--- src/include/ofd_defines.vh ---
`ifndef OFD_DEFINES_VH
`define OFD_DEFINES_VH
// Integer operand length encodings.
`define OFD_LEN_BYTE 2'h0
`define OFD_LEN_WORD 2'h1
`define OFD_LEN_DWORD 2'h3
// Floating type bit encodings.
`define OFD_FLT_SINGLE 1'h1
`define OFD_FLT_DOUBLE 1'h0
// Condition code encodings.
`define OFD_CC_EQ 4'h0
`define OFD_CC_NE 4'h1
`define OFD_CC_CS 4'h2
`define OFD_CC_CC 4'h3
`define OFD_CC_HI 4'h4
`define OFD_CC_LS 4'h5
`define OFD_CC_GT 4'h6
`define OFD_CC_LE 4'h7
`define OFD_CC_FS 4'h8
`define OFD_CC_FC 4'h9
`define OFD_CC_LO 4'hA
`define OFD_CC_HS 4'hB
`define OFD_CC_LT 4'hC
`define OFD_CC_GE 4'hD
`define OFD_CC_TRUE 4'hE
`define OFD_CC_FALSE 4'hF
// Dedicated register selector encodings.
`define OFD_DR_USR 4'h0
`define OFD_DR_FP 4'h8
`define OFD_DR_SP 4'h9
`define OFD_DR_SB 4'hA
`define OFD_DR_PSR 4'hD
`define OFD_DR_ITB 4'hE
`define OFD_DR_MODR 4'hF
// One-hot register select bit positions.
`define OFD_SEL_USR 0
`define OFD_SEL_FP 1
`define OFD_SEL_SP 2
`define OFD_SEL_SB 3
`define OFD_SEL_PSR 4
`define OFD_SEL_ITB 5
`define OFD_SEL_MODR 6
`define OFD_SEL_W 7
// Format 2 operation codes.
`define OFD_F2_QADD 3'h0
`define OFD_F2_QCMP 3'h1
`define OFD_F2_SPR 3'h2
`define OFD_F2_SCOND 3'h3
`define OFD_F2_ACB 3'h4
`define OFD_F2_QMOV 3'h5
`define OFD_F2_LPR 3'h6
// Format 2 identifying low bits.
`define OFD_F2_TAG 2'h3
// String match field encodings.
`define OFD_MATCH_NONE 2'h0
`define OFD_MATCH_WHILE 2'h1
`define OFD_MATCH_UNTIL 2'h3
// Strobe synchroniser depth.
`define OFD_SYNC_W 3
`endif

--- src/logic/ofd_cond_eval.v ---
`timescale 1ns/1ps
`include "ofd_defines.vh"

// Evaluates a four-bit condition code against the processor flags.
module ofd_cond_eval (
  input wire [3:0] cond, // Condition code.
  input wire flag_z, // Equal flag.
  input wire flag_c, // Borrow-out flag.
  input wire flag_l, // Unsigned-above bit.
  input wire flag_n, // Signed-greater bit.
  input wire flag_f, // User marker bit.
  output reg cond_true // Condition holds.
);

  // Pure table lookup; shared by branch and set-on-condition paths.
  always @* begin
    case (cond)
      `OFD_CC_EQ: cond_true = flag_z; // RL3
      `OFD_CC_NE: cond_true = ~flag_z; // RL3
      `OFD_CC_CS: cond_true = flag_c; // RL3
      `OFD_CC_CC: cond_true = ~flag_c; // RL3
      `OFD_CC_HI: cond_true = flag_l; // RL4
      `OFD_CC_LS: cond_true = ~flag_l; // RL4
      `OFD_CC_GT: cond_true = flag_n; // RL7
      `OFD_CC_LE: cond_true = ~flag_n; // RL7
      `OFD_CC_FS: cond_true = flag_f; // RL8
      `OFD_CC_FC: cond_true = ~flag_f; // RL8
      `OFD_CC_LO: cond_true = ~flag_l & ~flag_z; // RL5
      `OFD_CC_HS: cond_true = flag_l | flag_z; // RL6
      `OFD_CC_LT: cond_true = ~flag_n & ~flag_z; // RL7
      `OFD_CC_GE: cond_true = flag_n | flag_z; // RL7
      `OFD_CC_TRUE: cond_true = 1'b1; // RL9
      default: cond_true = 1'b0; // RL9
    endcase
  end

endmodule

--- src/logic/ofd_decoder.v ---
`timescale 1ns/1ps
`include "ofd_defines.vh"

// What this block does
// RL1: Length field 00 byte, 01 word, 11 double.
// RL2: Float bit 1 single, 0 double precision.
// RL3: Codes 0-3 test equal and borrow flags.
// RL4: Codes 4 and 5 test unsigned-above bit.
// RL5: Code 1010 needs above and equal clear.
// RL6: Code 1011 needs above or equal set.
// RL7: Codes 6,7,12,13 test signed-greater and equal.
// RL8: Codes 8 and 9 test user marker.
// RL9: Code 1110 always true, 1111 always false.
// RL10: Short field sign-extended for quick instructions.
// RL11: Set-on-condition reads short field as condition.
// RL12: Selector maps seven dedicated registers.
// RL13: Other selector codes are reserved, unmapped.
// RL14: String options: translate, backward, match mode.
// RL15: Each general field gives an addressing mode.
// RL16: Register field gives general register number.
// RL17: External master drops strobe before T4.
// RL18: Reserved selector flags undefined, writes nothing.
module ofd_decoder #(
  parameter DATA_W = 32 // Width of the sign-extended quick value.
) (
  input wire clock, // Processor clock.
  input wire reset, // Synchronous reset, active high.
  input wire instr_valid, // Instruction word present this cycle.
  input wire [23:0] instr_word, // Instruction bytes, first byte low.
  input wire flag_z, // Equal flag.
  input wire flag_c, // Borrow-out flag.
  input wire flag_l, // Unsigned-above bit.
  input wire flag_n, // Signed-greater bit.
  input wire flag_f, // User marker bit.
  input wire [3:0] branch_cond, // Condition field of a conditional branch.
  input wire [2:0] string_opts, // String options: match high pair, backward, translate.
  input wire address_strobe_in_n, // Strobe from an external bus master, active low.
  output reg dec_valid_q, // Decoded results valid.
  output reg [1:0] op_len_q, // Integer length code.
  output reg [2:0] op_bytes_q, // Integer length in bytes.
  output reg float_single_q, // Single precision selected.
  output reg is_format2_q, // Word is a short-field instruction.
  output reg [2:0] f2_op_q, // Short-field operation code.
  output reg [DATA_W-1:0] quick_value_q, // Sign-extended quick value.
  output reg quick_use_q, // Quick value used by this instruction.
  output reg scond_q, // Set-on-condition result.
  output reg branch_taken_q, // Branch condition result.
  output reg [`OFD_SEL_W-1:0] dreg_sel_q, // One-hot dedicated register select.
  output reg dreg_write_q, // Load to a dedicated register.
  output reg undefined_q, // Undefined instruction detected.
  output reg [4:0] gen1_mode_q, // First general operand mode.
  output reg [4:0] gen2_mode_q, // Second general operand mode.
  output reg [2:0] gen1_reg_q, // Register number of first operand.
  output reg [2:0] gen2_reg_q, // Register number of second operand.
  output reg str_translate_q, // String translation enabled.
  output reg str_backward_q, // String steps backward.
  output reg [1:0] str_match_q, // String match mode.
  output reg str_match_bad_q, // String match code 10 seen.
  output reg ext_cycle_q // External master cycle in progress.
);

  // Field slices of a short-field (format 2) instruction.
  wire [1:0] f2_tag = instr_word[3:2];
  wire [1:0] len_f = instr_word[1:0];
  wire [3:0] short_f = instr_word[10:7];
  wire [2:0] op_f = instr_word[6:4];
  wire [4:0] gen_f = instr_word[15:11];

  wire cond_short; // Set-on-condition evaluation.
  wire cond_branch; // Branch evaluation.
  reg [`OFD_SYNC_W-1:0] strobe_sync_q; // Strobe synchroniser.
  reg [`OFD_SYNC_W-1:0] strobe_sync_d;
  reg strobe_stable_q; // Agreed strobe level, active high.
  reg strobe_stable_d;

  // Decodes the dedicated register selector; reserved codes give zero.
  function [`OFD_SEL_W-1:0] dreg_decode;
    input [3:0] code;
    begin
      dreg_decode = {`OFD_SEL_W{1'b0}};
      case (code)
        `OFD_DR_USR: dreg_decode[`OFD_SEL_USR] = 1'b1; // RL12
        `OFD_DR_FP: dreg_decode[`OFD_SEL_FP] = 1'b1;
        `OFD_DR_SP: dreg_decode[`OFD_SEL_SP] = 1'b1;
        `OFD_DR_SB: dreg_decode[`OFD_SEL_SB] = 1'b1;
        `OFD_DR_PSR: dreg_decode[`OFD_SEL_PSR] = 1'b1;
        `OFD_DR_ITB: dreg_decode[`OFD_SEL_ITB] = 1'b1;
        `OFD_DR_MODR: dreg_decode[`OFD_SEL_MODR] = 1'b1;
        default: dreg_decode = {`OFD_SEL_W{1'b0}}; // RL13
      endcase
    end
  endfunction

  // Byte count of an integer length code; the unused code 10 gives zero.
  function [2:0] len_bytes;
    input [1:0] code;
    begin
      case (code)
        `OFD_LEN_BYTE: len_bytes = 3'h1; // RL1
        `OFD_LEN_WORD: len_bytes = 3'h2; // RL1
        `OFD_LEN_DWORD: len_bytes = 3'h4; // RL1
        default: len_bytes = 3'h0;
      endcase
    end
  endfunction

  // Short field is reused as a condition code for set-on-condition.
  ofd_cond_eval u_cond_short (
    .cond(short_f), // RL11
    .flag_z(flag_z),
    .flag_c(flag_c),
    .flag_l(flag_l),
    .flag_n(flag_n),
    .flag_f(flag_f),
    .cond_true(cond_short)
  );

  // Same table for the conditional branch.
  ofd_cond_eval u_cond_branch (
    .cond(branch_cond),
    .flag_z(flag_z),
    .flag_c(flag_c),
    .flag_l(flag_l),
    .flag_n(flag_n),
    .flag_f(flag_f),
    .cond_true(cond_branch)
  );

  // The strobe is asynchronous; a level counts once stages two and three agree.
  always @* begin
    strobe_sync_d = {strobe_sync_q[`OFD_SYNC_W-2:0], ~address_strobe_in_n};
    strobe_stable_d = strobe_stable_q;
    if (strobe_sync_q[1] == strobe_sync_q[2]) begin
      strobe_stable_d = strobe_sync_q[2];
    end
  end

  // Strobe tracking; the master releases it before T4, so a high level here
  // simply marks an external cycle and needs no timeout.
  always @(posedge clock) begin
    if (reset) begin
      strobe_sync_q <= {`OFD_SYNC_W{1'b0}};
      strobe_stable_q <= 1'b0;
      ext_cycle_q <= 1'b0;
    end else begin
      strobe_sync_q <= strobe_sync_d;
      strobe_stable_q <= strobe_stable_d;
      ext_cycle_q <= strobe_stable_d; // RL17
    end
  end

  // Registered decode; results other than dec_valid_q update only with a valid instruction.
  always @(posedge clock) begin
    if (reset) begin
      dec_valid_q <= 1'b0;
      op_len_q <= `OFD_LEN_BYTE;
      op_bytes_q <= 3'h0;
      float_single_q <= 1'b0;
      is_format2_q <= 1'b0;
      f2_op_q <= 3'h0;
      quick_value_q <= {DATA_W{1'b0}};
      quick_use_q <= 1'b0;
      scond_q <= 1'b0;
      branch_taken_q <= 1'b0;
      dreg_sel_q <= {`OFD_SEL_W{1'b0}};
      dreg_write_q <= 1'b0;
      undefined_q <= 1'b0;
      gen1_mode_q <= 5'h00;
      gen2_mode_q <= 5'h00;
      gen1_reg_q <= 3'h0;
      gen2_reg_q <= 3'h0;
      str_translate_q <= 1'b0;
      str_backward_q <= 1'b0;
      str_match_q <= `OFD_MATCH_NONE;
      str_match_bad_q <= 1'b0;
    end else begin
      dec_valid_q <= instr_valid;
      if (instr_valid) begin
        // Length and precision come straight from the low bits.
        op_len_q <= len_f; // RL1
        op_bytes_q <= len_bytes(len_f); // RL1
        float_single_q <= (instr_word[0] == `OFD_FLT_SINGLE); // RL2
        is_format2_q <= (f2_tag == `OFD_F2_TAG);
        f2_op_q <= op_f;
        // Sign extension happens for every word; quick_use says when it counts.
        quick_value_q <= {{(DATA_W-4){short_f[3]}}, short_f}; // RL10
        quick_use_q <= (instr_word[3:2] == `OFD_F2_TAG) &&
          ((op_f == `OFD_F2_QMOV) || (op_f == `OFD_F2_QADD) ||
           (op_f == `OFD_F2_QCMP) || (op_f == `OFD_F2_ACB)); // RL10
        scond_q <= cond_short; // RL11
        branch_taken_q <= cond_branch;
        // Dedicated register paths: reserved codes select nothing.
        if ((instr_word[3:2] == `OFD_F2_TAG) &&
            ((op_f == `OFD_F2_LPR) || (op_f == `OFD_F2_SPR))) begin
          dreg_sel_q <= dreg_decode(short_f); // RL12
          // A reserved selector is undefined and blocks the write.
          if (dreg_decode(short_f) == {`OFD_SEL_W{1'b0}}) begin
            undefined_q <= 1'b1; // RL18
            dreg_write_q <= 1'b0; // RL18
          end else begin
            undefined_q <= 1'b0;
            dreg_write_q <= (op_f == `OFD_F2_LPR);
          end
        end else begin
          dreg_sel_q <= {`OFD_SEL_W{1'b0}};
          dreg_write_q <= 1'b0;
          undefined_q <= 1'b0;
        end
        // Two general fields, each a mode selector with a register number.
        gen1_mode_q <= instr_word[15:11]; // RL15
        gen2_mode_q <= instr_word[10:6]; // RL15
        gen1_reg_q <= gen_f[2:0]; // RL16
        gen2_reg_q <= instr_word[8:6]; // RL16
        // String options are taken from their own port; the match mode also uses word bit 16.
        str_translate_q <= string_opts[0]; // RL14
        str_backward_q <= string_opts[1]; // RL14
        str_match_q <= {string_opts[2], string_opts[2] | instr_word[16]}; // RL14
        str_match_bad_q <= string_opts[2] & ~instr_word[16];
      end
    end
  end

endmodule

--- config.mk ---
export PLATFORM = sky130hd
export DESIGN_NAME = ofd_decoder
export DESIGN_NICKNAME = d
export VERILOG_FILES = /design/src/logic/ofd_cond_eval.v /design/src/logic/ofd_decoder.v
export VERILOG_INCLUDE_DIRS = /design/src /design/src/include
export SDC_FILE = /design/constraint.sdc
export NUM_CORES = 1
export LEC_CHECK = 0
export ABC_AREA = 1
export ABC_CLOCK_PERIOD_IN_PS = 1500
export CAP_MARGIN = 10
export CORE_UTILIZATION = 65
export CTS_BUF_LIST = sky130_fd_sc_hd__clkbuf_2
export DETAILED_ROUTE_END_ITERATION = 7
export DONT_BUFFER_PORTS = 1
export HOLD_SLACK_MARGIN = 0.1
export MAX_ROUTING_LAYER = met4
export PLACE_DENSITY = 0.78
export SYNTH_ARGS = -nofsm -noshare
export SYNTH_HDL_FRONTEND = slang
export SYNTH_HIERARCHICAL = 1
export SYNTH_SLANG_ARGS = --single-unit
--- constraint.sdc ---
create_clock -name clock -period 1.5 [get_ports clock]
set_input_delay 0.3 -clock clock [delete_from_list [all_inputs] [get_ports clock]]
set_output_delay 0.3 -clock clock [all_outputs]
set_load 0.03 [all_outputs]
==> results of run 1 <==
[repair_timing]
item,in CTS,in global routing
endpoints found under the setup margin,18,33
resized for setup,0,2
hold buffers,24,1
buffers inserted,0,0
hold endpoints to repair,39,1
gates cloned,0,0
[worst register-to-register path, cell delays in order (launching register included)]
cell and delay (ns):
sky130_fd_sc_hd__dfxtp_4 0.42, sky130_fd_sc_hd__buf_12 0.38, sky130_fd_sc_hd__o21ai_0 0.13, sky130_fd_sc_hd__a21oi_1 0.12
[Yosys cell counts (all sizes together)]
library cell  number
nand2             87
nor2              56
buf               47
dfxtp             40
inv               34
nand3             28
a21oi             24
o21ai             17
clkbuf             3
nand4              3
clkinv             2
nor3               2
a211oi             1
a2bb2oi            1
[metrics by stage]
step           hold slack [ns]  worst slack, ns  total power (W)  setup TNS [ns]
3_5_place_dp             0.371            0.269          0.00164               0
5_1_grt                  0.108           -0.110          0.00224           -2.14
6_report                 0.121          -0.0580          0.00215           -1.01
3_3_place_gp             0.371            0.311          0.00163               0
2_1_floorplan            0.372            0.300          0.00169               0
4_1_cts                  0.101          -0.0710          0.00213           -1.27
[final timing paths]
path	to	startpoint	slack, ns	cells after the start
min reg2reg	strobe_sync_q[1]$_SDFF_PP0_	strobe_sync_q[0]$_SDFF_PP0_	0.42	2
max	quick_value_q[16]	gen2_mode_q[4]$_SDFFE_PP0P_	-0.06	1
min	f2_op_q[1]$_SDFFE_PP0P_	instr_valid	0.12	2
max reg2reg	gen2_mode_q[4]$_SDFFE_PP0P_	gen2_mode_q[4]$_SDFFE_PP0P_	0.39	3
[registers in the layout, summed over array words and instances (netlist names)]
register / count
str_backward_q: 1
strobe_sync_q: 3
scond_q: 1
op_len_q: 2
branch_taken_q: 1
quick_use_q: 1
str_match_bad_q: 1
f2_op_q: 2
undefined_q: 1
dreg_write_q: 1
gen2_mode_q: 2
quick_value_q: 3
dec_valid_q: 1
str_translate_q: 1
op_bytes_q: 3
is_format2_q: 1
gen1_mode_q: 5
str_match_q: 2
strobe_stable_q: 1
dreg_sel_q: 7
[final cells by class]
type / instances / area [um2]
Inverter: 36 / 135
Tap cell: 44 / 55.1
Multi-Input combinational cell: 219 / 937
Clock inverter: 1 / 3.75
Fill cell: 266 / 835
Timing Repair Buffer: 33 / 348
Sequential cell: 40 / 805
Clock buffer: 7 / 35.0
[cells by family after synthesis]
group | after synthesis | synth area share
AND/OR/NAND/NOR | 176 | 0.321
AO/OA/AOI/OAI | 43 | 0.0994
flip-flops | 40 | 0.360
buffers and inverters | 86 | 0.220
[routing by layer]
metal | wire, um | GRT usage | part of all wire | vias to the layer above
li1 | - | - | - | 1023
met1 | 2090 | 0.339 | 0.42 | 890
met2 | 2280 | 0.462 | 0.46 | 103
met3 | 466 | 0.0789 | 0.095 | 14
met4 | 94 | 0.0844 | 0.019 | 0
met5 | 0 | - | 0 | -
[report_power, final]
| part | switching [W] | internal [W] | total (W) | leakage (nW) |
|---|---|---|---|---|
| Sequential | 0.000111 | 0.00111 | 0.00122 | 0.329 |
| Clock | 0.000324 | 0.000125 | 0.000450 | 0.0306 |
| Combinational | 0.000331 | 0.000144 | 0.000475 | 0.751 |
| Total | 0.000767 | 0.00138 | 0.00215 | 1.11 |
==> qor.log, run 1 <==
[critical_path] Worst setup SP type register
[timing] Final min period 1.56 ns
[critical_path] Critical Path RT 1.20 ns
[routing] number of vias per cell 5.34
[floorplanning] Die Height 60.5 um
[synthesis] area fraction of the dominant cell type after synthesis 0.360
[final_layout] Area growth, synth to finish 4.10%
[synthesis] count of cell types in the netlist 18
[timing] endpoints failing setup 18
[routing] post-detailed-route count of antenna-violating nets 0
[power] leak pwr 1.11 nW
[global_route] first-pass GRT wire length 7510 um
[place] Final HPWL DP 3070 um
[power] total power density per cell area 926 nW/um2
[critical_path] data arrival at the endpoint of the critical path 1.26 ns
[critical_path] endpoint kind of the worst setup timing path primary output
[clock_network] number of levels the H-tree was split into 2
[final_layout] # nets final 375
[timing] final setup margin -0.0580 ns
[synthesis] per-instance average area after synthesis 6.46 um2
[routing] DRC marker count from the first detailed-route iteration 124
[place] number of cells after detailed placement 347
[run_status] violations in the final reports negative setup slack
[power] worst vdd ir 0.603 mV
[clock_network] clock tree root driver cell sky130_fd_sc_hd__clkbuf_2
[final_layout] core utilization of the finished layout 0.735
[floorplanning] full die area 3660 um2
[timing] worst slew margin relative to its limit 0.391
[clock_network] TritonCTS clock tree yes
[global_route] vias in the first global route 1762
[routing] detail-routed net length per standard cell 13.0 um
[global_route] grt ovf 0
[final_layout] most used cells in the layout excluding fill and tap cells sky130_fd_sc_hd__nand2_1 (87), sky130_fd_sc_hd__nor2_1 (54), sky130_fd_sc_hd__dfxtp_1 (39)
[synthesis] sequential area share after synthesis 0.360
[floorplanning] starting density of the core 0.706
[final_layout] most common library cell in the layout ignoring fill and taps sky130_fd_sc_hd__nand2_1
[place] final estimated routing congestion in global placement 0.862
[synthesis] synthesized netlist cell count 345
[floorplanning] Core Region 3150 um2
[synthesis] FF+latch count, synth 40
[clock_network] number of CTS-inserted buffers 5
[timing] portion of the clock cycle consumed by the worst path in the final layout 1.04
[clock_network] clock-pin slew reported for the worst setup and hold paths after clock tree synthesis 0.20 ns
[routing] vias post-DR 2030
[place] placed cell areas 2020 um2
[final_layout] fraction of final layout cells with drive strength greater than 1 0.0714
[timing] Max Fclk 0.642 GHz
[timing] count of final max-slew check failures 0
[floorplanning] Die X 60.5 um
[critical_path] maximum fanout encountered on the critical timing path 18
[timing] Clock Skews 0.0115 ns
[timing] slew at the pin with the worst max-slew slack 0.913 ns
[job] MaxCap Viol Count 0
[critical_path] path type of the worst setup path reg -> out
[synthesis] Synth Cell Area 2230 um2
[timing] setup repair after global routing missed its margin yes
[final_layout] non-filler instance count after layout 380
[floorplanning] number of placed I/O pins 117
[synthesis] top post-synthesis cells by area sky130_fd_sc_hd__dfxtp_1 (36%), sky130_fd_sc_hd__nand2_1 (15%), sky130_fd_sc_hd__buf_4 (14%)
[synthesis] net count after synthesis 385
[final_layout] post-layout instance area 2320 um2
[critical_path] cell with the largest stage delay on the worst path sky130_fd_sc_hd__buf_16
[routing] # DRC 0
[global_route] number of antenna violations at the first check in global routing 0
[clock_network] CTS Sinks 40
[critical_path] biggest cell delay along the critical path 0.46 ns
[floorplanning] standard-cell row count 20
[clock_network] Skew-Pair Late Insertion Delay 0.36 ns
[place] # port buffers 0
[global_route] overall routing resource usage 0.283
[critical_path] Worst Path Buf+Inv 1
[final_layout] number of antenna cells inserted 0
[critical_path] cell-by-cell listing of the critical path buf_16
[timing] final hold vios 0
[routing] total wire length after detailed routing 4930 um
[synthesis] total of warnings raised by yosys 6
[hold_path] class of the worst hold path in -> reg
[run_status] run status finished with violations
[global_route] maximum number of pins on one net before global-route repair 29
[routing] drt pass-1 iters 4
[clock_network] clock buffer depth 2
[critical_path] family of cells with the greatest summed delay on the critical path buffers and inverters
[synthesis] largest area contributor in the netlist sky130_fd_sc_hd__dfxtp_1
(Power assumes the default switching activity.)
==> run 2, diff against run 1 <==
--- a/config.mk
+++ b/config.mk
@@ -16,6 +16,7 @@
 export HOLD_SLACK_MARGIN = 0.1
 export MAX_ROUTING_LAYER = met4
 export PLACE_DENSITY = 0.78
+export REMOVE_ABC_BUFFERS = 1
 export SYNTH_ARGS = -nofsm -noshare
 export SYNTH_HDL_FRONTEND = slang
 export SYNTH_HIERARCHICAL = 1
==> run 2 against run 1 <==
The flow still finishes with violations (negative setup slack). Global-route usage is 3.0 points higher. Clock power is 41% higher. Final cell count is 2.1% higher. Flip-flop and latch count stayed put. Worst setup slack worse by 0.012 ns. Critical endpoint is now quick_value_q[9]. Largest cell class unchanged. Highest routed layer unchanged.
==> qor.log, run 2 (synthesized netlist as in run 1, its figures left out) <==
[routing] number of vias per cell 5.31
[timing] endpoints failing setup 18
[clock_network] number of levels the H-tree was split into 2
[power] Total Power 0.00237 W
[floorplanning] full die area 3660 um2
[run_status] run status finished with violations
[critical_path] biggest cell delay along the critical path 0.46 ns
[timing] final hold vios 0
[timing] Final min period 1.57 ns
[power] leak pwr 1.17 nW
[critical_path] path type of the worst setup path reg -> out
[final_layout] core utilization of the finished layout 0.767
[routing] total wire length after detailed routing 5420 um
[final_layout] non-filler instance count after layout 388
[final_layout] Area growth, synth to finish 8.54%
[final_layout] flip-flop count of the largest register after layout 7
[global_route] number of antenna violations at the first check in global routing 0
[critical_path] worst setup path startpoint gen2_mode_q[4]$_SDFFE_PP0P_
[power] total power density per cell area 981 nW/um2
[routing] post-detailed-route count of antenna-violating nets 0
[critical_path] cell-by-cell listing of the critical path buf_16
[routing] vias post-DR 2060
[final_layout] number of fill cells 243
[run_status] violations in the final reports negative setup slack
[timing] portion of the clock cycle consumed by the worst path in the final layout 1.05
[place] # port buffers 0
[place] number of cells after detailed placement 354
[timing] worst slew margin relative to its limit 0.390
[final_layout] most common library cell in the layout ignoring fill and taps sky130_fd_sc_hd__nand2_1
[critical_path] cell with the largest stage delay on the worst path sky130_fd_sc_hd__buf_16
[final_layout] largest registers dreg_sel_q: 7 flops, gen1_mode_q: 5 flops
[floorplanning] Die Height 60.5 um
[critical_path] worst reg2reg setup slack 0.42 ns
[critical_path] Critical Path RT 1.20 ns
[job] MaxCap Viol Count 0
[place] Final HPWL DP 3180 um
[critical_path] path depth of the worst reg2reg path 3
[floorplanning] standard-cell row count 20
[clock_network] Skew-Pair Late Insertion Delay 0.39 ns
[clock_network] number of CTS-inserted buffers 5
[routing] DRC marker count from the first detailed-route iteration 116
[hold_path] cell depth of the worst hold path 2
[critical_path] maximum fanout encountered on the critical timing path 18
[hold_path] startpoint of the worst hold path instr_valid
[critical_path] worst r2r src gen2_mode_q[4]$_SDFFE_PP0P_
[global_route] first-pass GRT wire length 8190 um
[hold_path] Worst Hold Path EP gen2_mode_q[4]$_SDFFE_PP0P_
[timing] Setup TNS Final -1.19 ns
[final_layout] number of antenna cells inserted 0
[timing] Clock Skews 0.000250 ns
[global_route] vias in the first global route 1867
[power] worst vdd ir 0.788 mV
[global_route] overall routing resource usage 0.312
[global_route] grt ovf 0
[final_layout] fraction of final layout cells with drive strength greater than 1 0.0988
[routing] drt pass-1 iters 4
[clock_network] clock-pin slew reported for the worst setup and hold paths after clock tree synthesis 0.18 ns
[global_route] maximum number of pins on one net before global-route repair 26
[clock_network] TritonCTS clock tree yes
[final_layout] most used cells in the layout excluding fill and tap cells sky130_fd_sc_hd__nand2_1 (87), sky130_fd_sc_hd__nor2_1 (53), sky130_fd_sc_hd__dfxtp_1 (39)
[final_layout] # nets final 383
[place] placed cell areas 2080 um2
[clock_network] clock tree root driver cell sky130_fd_sc_hd__clkbuf_2
[final_layout] Seq. cell area 805 um2
[routing] # DRC 0
[clock_network] CTS Sinks 40
[hold_path] class of the worst hold path in -> reg
[timing] slew at the pin with the worst max-slew slack 0.915 ns
[critical_path] Worst setup SP type register
[place] final estimated routing congestion in global placement 0.840
[floorplanning] Die X 60.5 um
[final_layout] combined area of the multi-input logic cells 940 um2
[timing] final setup margin -0.0699 ns
[critical_path] Crit Reg-Reg Endpoint gen2_mode_q[4]$_SDFFE_PP0P_
[critical_path] endpoint kind of the worst setup timing path primary output
[timing] Max Fclk 0.637 GHz
[critical_path] Worst Path Buf+Inv 1
[routing] detail-routed net length per standard cell 14.0 um
[floorplanning] starting density of the core 0.706
[timing] setup repair after global routing missed its margin yes
[clock_network] clock buffer depth 2
[timing] count of final max-slew check failures 0
[floorplanning] number of placed I/O pins 117
[final_layout] post-layout instance area 2420 um2
[final_layout] register bank with the most flops dreg_sel_q
[floorplanning] Core Region 3150 um2
[critical_path] family of cells with the greatest summed delay on the critical path buffers and inverters
[critical_path] data arrival at the endpoint of the critical path 1.27 ns
[run 2: final cells by class]
| type | instances | area share |
|---|---|---|
| well taps | 44 | 0.0228 |
| multi-input cells | 219 | 0.389 |
| flip-flops and latches | 40 | 0.333 |
| clock inverters | 3 | 0.0176 |
| clock buffers | 5 | 0.0104 |
| inverters | 36 | 0.0559 |
| repair buffers | 41 | 0.172 |
[run 2: per-layer routing]
| metal | share of wire | vias up | GRT usage |
|---|---|---|---|
| met1 | 0.42 | 927 | 0.359 |
| li1 | - | 1034 | - |
| met3 | 0.083 | 12 | 0.109 |
| met2 | 0.48 | 87 | 0.510 |
| met5 | 0 | - | - |
| met4 | 0.025 | 0 | 0.0974 |
[run 2: what timing repair did]
action                                  4_1_cts  5_1_grt
hold buffers                                 22        3
setup buffers                                 1        0
gates resized for setup                       1        3
hold endpoints to repair                     39        2
endpoints found under the setup margin       18       37
gates cloned                                  0        0
[run 2: through the flow]
step | setup WS, ns | hold slack [ns]
6_report | -0.0699 | 0.132
5_1_grt | -0.161 | 0.108
4_1_cts | -0.0842 | 0.105
3_5_place_dp | 0.296 | 0.374
3_3_place_gp | 0.324 | 0.370
2_1_floorplan | -5.27 | 0.367
[run 2: power breakdown]
group	leakage, nW	internal (W)	switching, W
Clock	0.0390	0.000278	0.000357
Combinational	0.805	0.000165	0.000373
Sequential	0.329	0.00111	0.0000868
[run 2: worst max-delay path by stage]
| stage | depth (start not counted) | endpoint | slack, ns |
|---|---|---|---|
| floorplan | 2 | gen2_mode_q[4]$_SDFFE_PP0P_ | -5.27 |
| global placement | 10 | scond_q$_SDFFE_PP0P_ | 0.32 |
| detailed placement | 10 | scond_q$_SDFFE_PP0P_ | 0.30 |
| CTS | 1 | quick_value_q[9] | -0.08 |
| global route | 1 | quick_value_q[9] | -0.16 |
| finish | 1 | quick_value_q[9] | -0.07 |
